**config.mk**
```make
export PLATFORM = sky130hd
export DESIGN_NAME = sei_irq_mask
export DESIGN_NICKNAME = d
export VERILOG_FILES = /design/src/verilog/sei_pkg.sv /design/src/verilog/sei_sticky.sv /design/src/verilog/sei_irq_mask.sv
export SDC_FILE = /design/constraint.sdc
export NUM_CORES = 1
export LEC_CHECK = 0
export ABC_AREA = 1
export BUFFER_PORTS_ARGS = -buffer_cell sky130_fd_sc_hd__buf_2
export CAP_MARGIN = 20
export CORE_ASPECT_RATIO = 2
export CORE_MARGIN = 2
export CORE_UTILIZATION = 44
export CTS_CLUSTER_SIZE = 12
export DETAILED_ROUTE_END_ITERATION = 7
export GPL_TIMING_DRIVEN = 0
export PLACE_DENSITY = 0.74
export REMOVE_ABC_BUFFERS = 1
export SLEW_MARGIN = 25
export SYNTH_ARGS = -nofsm -noshare
export SYNTH_HDL_FRONTEND = slang
export SYNTH_SLANG_ARGS = --single-unit
```
**constraint.sdc**
```tcl
create_clock -name clock -period 1.8 [get_ports clock]
set_input_delay 0.45 -clock clock [delete_from_list [all_inputs] [get_ports clock]]
set_output_delay 0.45 -clock clock [all_outputs]
set_load 0.02 [all_outputs]
```
**src/verilog/sei_pkg.sv**
```systemverilog
// Shared constants and types of the sync event interrupt masking block.
// Assumes an 8-bit register model mapped onto a 32-bit Wishbone word bus.
package sei_pkg;

  // Register indices; byte address is four times the index
  localparam logic [5:0] IDX_UPPER_FLAGS  = 6'h08;
  localparam logic [5:0] IDX_INPUT_EN     = 6'h09;
  localparam logic [5:0] IDX_LOOP1_EN     = 6'h0A;
  localparam logic [5:0] IDX_LOOP2_EN     = 6'h0B;
  localparam logic [5:0] IDX_LOWER_QUAL   = 6'h0C;
  localparam logic [5:0] IDX_LOOP1_FLAGS  = 6'h20;
  localparam logic [5:0] IDX_LOOP2_FLAGS  = 6'h21;

  // Byte address bits that carry the index
  localparam int ADR_IDX_LO = 2;
  localparam int ADR_IDX_HI = 7;

  // Reset values
  localparam logic [7:0] RST_INPUT_EN   = 8'h00;
  localparam logic [7:0] RST_LOOP1_EN   = 8'h00;
  localparam logic [7:0] RST_LOOP2_EN   = 8'h00;
  localparam logic [7:0] RST_LOWER_QUAL = 8'hFF;

  // Writable bits; reserved bits read as zero
  localparam logic [7:0] LOOP1_EN_WMASK = 8'h7F;
  localparam logic [7:0] LOOP2_EN_WMASK = 8'h0F;

  // Field positions
  localparam int LOOP1_EVT_W   = 6;
  localparam int LOOP2_EVT_W   = 4;
  localparam int NIBBLE_W      = 4;
  localparam int INPUT0_QUAL_LO = 0;
  localparam int INPUT1_QUAL_LO = 4;
  localparam int INPUT6_FLAG_LO = 0;
  localparam int INPUT7_FLAG_LO = 4;
  localparam int REF_COUNT     = 8;
  localparam int LOWER_REFS    = 6;
  localparam int INPUT6_EN_BIT = 6;
  localparam int INPUT7_EN_BIT = 7;

  // Monitor order within a nibble
  localparam int MON_CYCLE   = 0;
  localparam int MON_COARSE  = 1;
  localparam int MON_SOAK    = 2;
  localparam int MON_PRECISE = 3;

  // Loop events, highest bit first
  typedef struct packed {
    logic [1:0] sync_fail;
    logic       ref_changed;
    logic       holdover;
    logic       lost_lock;
    logic       locked;
  } sei_loop1_evt_t;

  typedef struct packed {
    logic ref_changed;
    logic holdover;
    logic lost_lock;
    logic locked;
  } sei_loop2_evt_t;

  // Monitor faults for one input, highest bit first
  typedef struct packed {
    logic precise_freq_fault;
    logic soak_fault;
    logic coarse_freq_fault;
    logic cycle_fault;
  } sei_mon_fault_t;

endpackage

```
**src/verilog/sei_sticky.sv**
```systemverilog
// Sticky flag bank: set by hardware pulses, cleared bit-wise by a read.
// Assumes the clear vector holds only bits that software has seen.
`timescale 1ns/1ps
module sei_sticky #(
  parameter int W = 8
) (
  input  wire logic         clock,
  input  wire logic         rst_n,
  input  wire logic [W-1:0] set,
  input  wire logic [W-1:0] clr,
  output logic      [W-1:0] q
);

  logic [W-1:0] q_r;
  logic [W-1:0] q_nxt;

  // Set wins over a clear in the same cycle
  assign q_nxt = (q_r & ~clr) | set;
  assign q     = q_r;

  always_ff @(posedge clock or negedge rst_n)
  begin
    if (!rst_n)
      q_r <= '0;
    else
      q_r <= q_nxt;
  end

endmodule

```
**src/verilog/sei_irq_mask.sv**
```systemverilog
// Interrupt enables, monitor qualify masks and sticky event flags.
// Assumes event inputs are one-cycle pulses on the same clock.
//
// Notes on behaviour
// An eight-bit input failure enable, bit n for input n, zero blocks, reset 0x00.
// First loop enable bits 0..3 gate locked, lost-lock, holdover, ref-changed, 5:4 sync fail.
// In both loop enables a one allows and a zero blocks, and both reset to zero.
// Second loop enable uses bits 3:0 in event order, bits 7:4 reserved.
// Input 0 monitor qualify sits in bits 3:0 of a register that resets to all ones.
// Input 1 monitor qualify sits in bits 7:4 with the same layout and polarity.
// Nibble bits map to cycle, coarse, soak and precise monitors; zero masks the monitor.
// Inputs 6 and 7 monitor fault flags read as one on failure, low and high nibble.
// Loop event flags set on their event and clear when their register is read.
// Fault flags stay set until read; irq is high while an enabled flag is set. The code registers irq, so it rises and falls one cycle after the flags.
`timescale 1ns/1ps
module sei_irq_mask (
  input  wire logic                    clock,
  input  wire logic                    rstn,
  input  wire logic                    wb_cyc_i,
  input  wire logic                    wb_stb_i,
  input  wire logic                    wb_we_i,
  input  wire logic [7:0]              wb_adr_i,
  input  wire logic [3:0]              wb_sel_i,
  input  wire logic [31:0]             wb_dat_i,
  output logic      [31:0]             wb_dat_o,
  output logic                         wb_ack_o,
  input  wire sei_pkg::sei_mon_fault_t input6_fault,
  input  wire sei_pkg::sei_mon_fault_t input7_fault,
  input  wire logic [5:0]              lower_inputs_failed,
  input  wire sei_pkg::sei_loop1_evt_t first_loop_evt,
  input  wire sei_pkg::sei_loop2_evt_t second_loop_evt,
  output logic      [3:0]              input0_monitor_qualify,
  output logic      [3:0]              input1_monitor_qualify,
  output logic                         irq
);

  // Reset release through two flops
  logic rst_meta_r;
  logic rst_sync_n;

  always_ff @(posedge clock or negedge rstn)
  begin
    if (!rstn)
    begin
      rst_meta_r <= 1'b0;
      rst_sync_n <= 1'b0;
    end
    else
    begin
      rst_meta_r <= 1'b1;
      rst_sync_n <= rst_meta_r;
    end
  end

  // Bus decode
  logic        ack_r;
  logic [31:0] dat_r;
  logic [7:0]  input_en_r;
  logic [7:0]  loop1_en_r;
  logic [7:0]  loop2_en_r;
  logic [7:0]  lower_qual_r;
  logic [7:0]  upper_flags;
  logic [5:0]  loop1_flags;
  logic [3:0]  loop2_flags;

  wire       req      = wb_cyc_i & wb_stb_i;
  wire [5:0] idx      = wb_adr_i[sei_pkg::ADR_IDX_HI:sei_pkg::ADR_IDX_LO];
  wire       wr_fire  = req & ack_r & wb_we_i & wb_sel_i[0];
  wire       rd_fire  = req & ack_r & ~wb_we_i;
  wire       hit_upf  = (idx == sei_pkg::IDX_UPPER_FLAGS);
  wire       hit_ien  = (idx == sei_pkg::IDX_INPUT_EN);
  wire       hit_l1e  = (idx == sei_pkg::IDX_LOOP1_EN);
  wire       hit_l2e  = (idx == sei_pkg::IDX_LOOP2_EN);
  wire       hit_qual = (idx == sei_pkg::IDX_LOWER_QUAL);
  wire       hit_l1f  = (idx == sei_pkg::IDX_LOOP1_FLAGS);
  wire       hit_l2f  = (idx == sei_pkg::IDX_LOOP2_FLAGS);

  // Read mux; unmapped indices read zero
  logic [7:0] rd_byte;
  always_comb
  begin
    if (hit_upf)
      rd_byte = upper_flags;
    else if (hit_ien)
      rd_byte = input_en_r;
    else if (hit_l1e)
      rd_byte = loop1_en_r;
    else if (hit_l2e)
      rd_byte = loop2_en_r;
    else if (hit_qual)
      rd_byte = lower_qual_r;
    else if (hit_l1f)
      rd_byte = {2'h0, loop1_flags};
    else if (hit_l2f)
      rd_byte = {4'h0, loop2_flags};
    else
      rd_byte = 8'h00;
  end

  // One wait state: ack and data registered, ack drops after one cycle
  always_ff @(posedge clock or negedge rst_sync_n)
  begin
    if (!rst_sync_n)
    begin
      ack_r <= 1'b0;
      dat_r <= 32'h0000_0000;
    end
    else
    begin
      ack_r <= req & ~ack_r;
      dat_r <= {24'h00_0000, rd_byte};
    end
  end

  assign wb_ack_o = ack_r;
  assign wb_dat_o = dat_r;

  // Control registers
  wire [7:0] wr_byte = wb_dat_i[7:0];

  always_ff @(posedge clock or negedge rst_sync_n)
  begin
    if (!rst_sync_n)
    begin
      input_en_r   <= sei_pkg::RST_INPUT_EN;
      loop1_en_r   <= sei_pkg::RST_LOOP1_EN;
      loop2_en_r   <= sei_pkg::RST_LOOP2_EN;
      lower_qual_r <= sei_pkg::RST_LOWER_QUAL;
    end
    else if (wr_fire)
    begin
      // input enable write
      if (hit_ien)
        input_en_r <= wr_byte;
      // reserved bits kept zero
      if (hit_l1e)
        loop1_en_r <= wr_byte & sei_pkg::LOOP1_EN_WMASK;
      if (hit_l2e)
        loop2_en_r <= wr_byte & sei_pkg::LOOP2_EN_WMASK;
      // qualify masks
      if (hit_qual)
        lower_qual_r <= wr_byte;
    end
  end

  // nibbles drive the monitors
  assign input0_monitor_qualify = lower_qual_r[sei_pkg::INPUT0_QUAL_LO +: sei_pkg::NIBBLE_W];
  assign input1_monitor_qualify = lower_qual_r[sei_pkg::INPUT1_QUAL_LO +: sei_pkg::NIBBLE_W];

  // Clear only bits that were returned by the acked read
  wire [7:0] upf_clr = (rd_fire & hit_upf) ? dat_r[7:0] : 8'h00;
  wire [5:0] l1f_clr = (rd_fire & hit_l1f) ? dat_r[5:0] : 6'h00;
  wire [3:0] l2f_clr = (rd_fire & hit_l2f) ? dat_r[3:0] : 4'h0;

  // monitor fault flags
  sei_sticky #(
    .W (8)
  ) u_upper_flags (
    .clock (clock),
    .rst_n (rst_sync_n),
    .set   ({input7_fault, input6_fault}),
    .clr   (upf_clr),
    .q     (upper_flags)
  );

  // first loop event flags
  sei_sticky #(
    .W (sei_pkg::LOOP1_EVT_W)
  ) u_loop1_flags (
    .clock (clock),
    .rst_n (rst_sync_n),
    .set   (first_loop_evt),
    .clr   (l1f_clr),
    .q     (loop1_flags)
  );

  // second loop event flags
  sei_sticky #(
    .W (sei_pkg::LOOP2_EVT_W)
  ) u_loop2_flags (
    .clock (clock),
    .rst_n (rst_sync_n),
    .set   (second_loop_evt),
    .clr   (l2f_clr),
    .q     (loop2_flags)
  );

  // Per-input failure, then gated by its enable
  wire       input6_any = |upper_flags[sei_pkg::INPUT6_FLAG_LO +: sei_pkg::NIBBLE_W];
  wire       input7_any = |upper_flags[sei_pkg::INPUT7_FLAG_LO +: sei_pkg::NIBBLE_W];
  wire [7:0] input_fail = {input7_any, input6_any, lower_inputs_failed};
  // input failure gating
  wire       input_irq  = |(input_fail & input_en_r);
  // loop event gating
  wire       loop1_irq  = |(loop1_flags & loop1_en_r[sei_pkg::LOOP1_EVT_W-1:0]);
  wire       loop2_irq  = |(loop2_flags & loop2_en_r[sei_pkg::LOOP2_EVT_W-1:0]);

  logic irq_r;
  always_ff @(posedge clock or negedge rst_sync_n)
  begin
    if (!rst_sync_n)
      irq_r <= 1'b0;
    else
      irq_r <= input_irq | loop1_irq | loop2_irq;
  end

  // level interrupt
  assign irq = irq_r;
endmodule

```
# [Word level (Yosys, flattened, before mapping)]
# Index checks and enable logic that the tools add are counted.
[word_totals] word_cells=63 in_bits=73 regBits=57 output_inout_bits=42
[op_classes] reduce_logical=9 mux=10 n_eq_ne=7 bitwise=25
[ops] op="2-to-1 mux 8 bit" n=6
[ops] op="equality test 6 x 4 -> 1 bit, second input constant" n=5
[ops] op="AND 8 bit" n=2
[ops] op="AND 6 bit" n=2
[ops] op="equality test 6 bit, second input constant" n=2
[ops] op="2-to-1 mux 6 bit" n=2
[ops] op="OR reduction 4 bit" n=3
[ops] op="AND 1 bit" n=9
[ops] op="AND 4 bit" n=2
[ops] op="2-to-1 mux 4 bit" n=2
[ops] op="inverter 8 bit" n=1
[ops] op="OR 8 bit" n=1
[ops] op="AND reduction 2 bit" n=4
[ops] op="OR reduction 8 bit" n=1
[ops] op="inverter 6 bit" n=1
[ops] op="OR 6 bit" n=1
[ops] op="OR reduction 6 bit" n=1
[ops] op="inverter 4 bit" n=1
[ops] op="OR 4 bit" n=1
[ops] op="inverter 1 bit" n=2
[ops] op="OR 1 bit" n=2

# [Longest topological paths before layout]
[depth] word_depth=8 ltp_mapped=9 ltp_nobuf=9

# [By module]
# From an unflattened synthesis, not the netlist that was laid out.
[unflattened] cells_unflattened=385 area_unflattened_um2=3067.9
[by_module_without_submodules] mod="sei_irq_mask" instances=1 cells_per_inst=295 area_each_um2=2347.3 seq_area_each_um2=985.9
[by_module_without_submodules] mod="sei_sticky (u_upper_flags)" instances=1 cells_per_inst=40 area_each_um2=320.3 seq_area_each_um2=200.2
[by_module_without_submodules] mod="sei_sticky (u_loop1_flags)" instances=1 cells_per_inst=30 area_each_um2=240.2 seq_area_each_um2=150.1
[by_module_without_submodules] mod="sei_sticky (u_loop2_flags)" instances=1 cells_per_inst=20 area_each_um2=160.2 seq_area_each_um2=100.1

# [Least setup slack after synthesis]
# OpenSTA, ideal clock, no wires.
[synth_path] kind="register -> register" startpoint="register ack_r, in the netlist wb_ack_o" endpoint="register u_loop2_flags.q_r[0], in the netlist u_loop2_flags.q[0]" n_path_buf=0 required_ns=1.677 slack_ns=0.417 t_arrival_ns=1.260 synth_period_minus_slack_ns=1.383 path_stages_with_launch=6 setup_time_ns=0.123 path_cell_list="dfrtp_1 nand3_1 nor2_1 nand4_1 o21ai_0 nand2_1"
[synth_via] elab_chain_cells=7
[synth_lines] element="from (decl)" line="sei_irq_mask.sv:56" source="logic ack_r;"
[synth_lines] element="from (signal assigned)" line="sei_irq_mask.sv:110" source="ack_r <= req & ~ack_r;"
[synth_lines] element="AND 1 bit (2 in series)" line="sei_irq_mask.sv:69" source="wire rd_fire = req & ack_r & ~wb_we_i;"
[synth_lines] element="AND 1 bit" line="sei_irq_mask.sv:153" source="wire [3:0] l2f_clr = (rd_fire & hit_l2f) ? dat_r[3:0] : 4'h0;"
[synth_lines] element="2-to-1 mux 4 bit" line="sei_irq_mask.sv:153"
[synth_lines] element="inverter 4 bit" line="sei_sticky.sv:18" source="assign q_nxt = (q_r & ~clr) | set;"
[synth_lines] element="AND 4 bit" line="sei_sticky.sv:18"
[synth_lines] element="OR 4 bit" line="sei_sticky.sv:18"
[synth_lines] element="net u_loop2_flags.q_nxt[0]" line="sei_sticky.sv:15" source="logic [W-1:0] q_nxt;"
[synth_lines] element="to (signal assigned)" line="sei_sticky.sv:26" source="q_r <= q_nxt;"
[synth_lines] element="to (decl)" line="sei_sticky.sv:14" source="logic [W-1:0] q_r;"
# The timed path passes the listed nets, and every way through them passes these cells.
# A chain may end at the register's enable or synchronous reset.

# [Worst setup path after layout]
[layout_path] startpoint="register ack_r, in the netlist wb_ack_o" endpoint="register u_loop2_flags.q_r[2], in the netlist u_loop2_flags.q[2]"
# The elaborated chain is that of the path after synthesis.

==> impl_metrics.ini <==
[cells_and_area]
drive_gt1_frac = 0.285
area_delta_synth_final_pct = 21.0
nNetsFinal = 496
fillers = 622
diodes = 0
final_area_um2 = 3560
instances_no_fill = 516

[timing]
slew_violations = 0
setup_viol = 0
finClkSkew_ns = 0.00516
fin_crit_sh = 0.882
fin_crit_ns = 1.59
tightest_slew_ns = 0.706
hold_violations = 0
relSlewSlack = 0.530
worst_hold_slack_ns = 0.305
grt_setup_unrepaired = no
max_freq_ghz = 0.630
final.setup.tns_ns = 0

[placed_design]
io_buffers = 61
placed_cell_area_um2 = 3240
gp_congestion = 0.908
dpl.hpwl_mm = 5.36
dp.cells = 499

[grt]
grt_max_degree = 56
grt_pass1_vias = 2519
grt_pass1_wl_mm = 11.2
grt_usage = 0.213
antenna_found_initial = 0
grt_overflow = 0

[drt]
drc = 0
wl_per_cell_um = 13.3
routed_wl_mm = 6.84
vias_per_cell = 4.75
postRouteAntennaNets = 0
first_pass_iters = 5
vias = 2453
detail_route.iter0.violations = 107

[cts]
cts_root_buf = clkbuf_16
clk_latency_ns = 0.33
cts_max_level = 3
clock_sinks = 57
cts_max_path_buffers = 2
post_cts_buffers = 0
cts_inserted_buffers = 9
clk_pin_slew_ns = 0.05
cts_tree = built
post_cts_resized = 0

[job]
maxCapViolCount = 0

[logic_synthesis]
synth_seq_area_share = 0.489
ys_seq_elements = 57
synth_area_per_cell_um2 = 8.31
synth_ff_type = dfrtp_1
synth_simple_gate_area_share = 0.247
synth_top_family_by_area = simple AND/OR/NAND/NOR gates
synth_compound_area_frac = 0.124
syn_inst = 354
yosysWarnings = 0
synth_cell_types = 32
netlist.area_leader.share = 0.417
synth_edf_count = 0
synth-adder-area-share = 0
synth_mux_area_frac = 0
ys_top_cells_by_area = dfrtp_1, nand2_1, dfstp_2
synthArstFlopShare = 1.00
synth_xor_area_frac = 0
yosysTopAreaCell = dfrtp_1
mappedNetlistArea_um2 = 2940

[pwr]
power_w = 0.00326
p_leak_nw = 1.81
ir_worst_vdd_uv = 527
powerDensity_nw_per_um2 = 917

[floorplan]
fp-row-count = 42
dieHeight_um = 120
start_util = 0.448
die_x_um = 61.8
die_area_um2 = 7390
ios = 115
core_region_area_um2 = 6570

[outcome]
outcome = finished clean

[min_path]
hold_path.class = in -> reg

[setup_path]
worstSetupStartpointType = register
crit_type = reg -> reg
cp_max_fo = 5
crit_required_ns = 2.01
worstSetupEndpointType = register
worstPathArrival_ns = 1.80
==> worst paths after layout <==
path | cells past startpoint | slack, ns | start | end
max | 5 | 0.21 | wb_ack_o$_DFF_PN0_ | u_loop2_flags.q[2]$_DFF_PN0_
min | 3 | 0.30 | input7_fault[0] | u_upper_flags.q[4]$_DFF_PN0_
max reg2reg | 5 | 0.21 | wb_ack_o$_DFF_PN0_ | u_loop2_flags.q[2]$_DFF_PN0_
min reg2reg | 0 | 0.34 | rst_meta_r$_DFF_PN0_ | rst_sync_n$_DFF_PN0_
max in group asynchronous | 0 | 0.94 | rst_sync_n$_DFF_PN0_ | input_en_r[3]$_DFFE_PN0P_
min in group asynchronous | 0 | 0.37 | rst_sync_n$_DFF_PN0_ | loop2_en_r[0]$_DFFE_PN0P_
==> repair_timing <==
| action | 4_1_cts | 5_1_grt |
|---|---|---|
| hold buffers | 1 | 0 |
| endpoints found under the hold margin | 2 | 0 |
| endpoints found under the setup margin | 0 | 0 |
==> state kept, by name, summed over array words and instances (netlist names) <==
signal and cells:
input_en_r 8, wb_dat_o 8, lower_qual_r 8, wb_ack_o 1, irq 1, loop1_en_r 7, u_loop1_flags.q 6, rst_sync_n 1
rst_meta_r 1, loop2_en_r 4, u_loop2_flags.q 4, u_upper_flags.q 8
==> cell usage after synthesis, types with 6 or more instances <==
master,number
nand2_1,89
dfrtp_1,49
inv_1,48
buf_4,24
nor2_1,24
o21ai_1,15
o21ai_2,15
nand3_1,14
o21ai_0,13
nand4_1,10
dfstp_2,8
nor2_2,7
nand2_2,6
==> through the flow <==
stage / setup WS [ns] / util
6_report: 0.213 / 0.542
5_1_grt: 0.0267 / 0.542
4_1_cts: 0.158 / 0.542
3_5_place_dp: -0.0376 / 0.493
3_3_place_gp: -0.438 / 0.492
2_1_floorplan: 0.110 / -
==> power breakdown <==
group	total, W	switching [W]	leakage (nW)	internal, W
logic	0.000199	0.000137	0.993	0.0000619
clock network	0.00173	0.000552	0.153	0.00118
registers	0.00133	0.0000297	0.665	0.00130
total	0.00326	0.000719	1.81	0.00254
==> metal layers <==
layer	part of all wire	wire, µm	vias to the layer above	GRT usage
met5	0	0	-	0
met4	0.068	467	0	0.182
met3	0.039	267	34	0.0237
met2	0.53	3660	91	0.353
met1	0.36	2450	1120	0.219
li1	-	-	1208	-
==> critical path: stages, from the launching register on <==
cell,delay [ns]
dfrtp_1,0.36
nand3_1,0.11
nor2_1,0.43
nand4_1,0.25
o21ai_0,0.24
nand2_1,0.07
==> final cells by class <==
cell class	count	area [µm²]	area share
clock buffer	14	274	0.0770
clock inverter	2	35.0	0.00985
inverter	53	199	0.0559
multi-input combinational	240	1180	0.333
sequential	57	1440	0.405
tap	88	110	0.0310
timing repair buffer	62	315	0.0886
==> cell families (layout without fill, tap and decap cells) <==
kind of cell / after synthesis / in the layout
AND/OR/NAND/NOR: 159 / 159
other: 2 / 25
buffers and inverters: 80 / 131
AO/OA/AOI/OAI: 56 / 56
flip-flops: 57 / 57
==> cell usage in the layout (no fill, tap or decap), types with 3 or more instances in the layout <==
cell type and instances:
nand2_2 6, inv_2 5, nand2_1 89, nand3_1 14
dfrtp_1 48, nor2_2 7, conb_1 25, clkbuf_8 3
o21ai_0 13, buf_2 61, nand4_1 10, o21bai_1 4
clkbuf_16 9, o21ai_2 15, dfstp_2 8, o21ai_1 15
inv_1 48, nor2_1 24
Power figures use the tool's default switching activity.
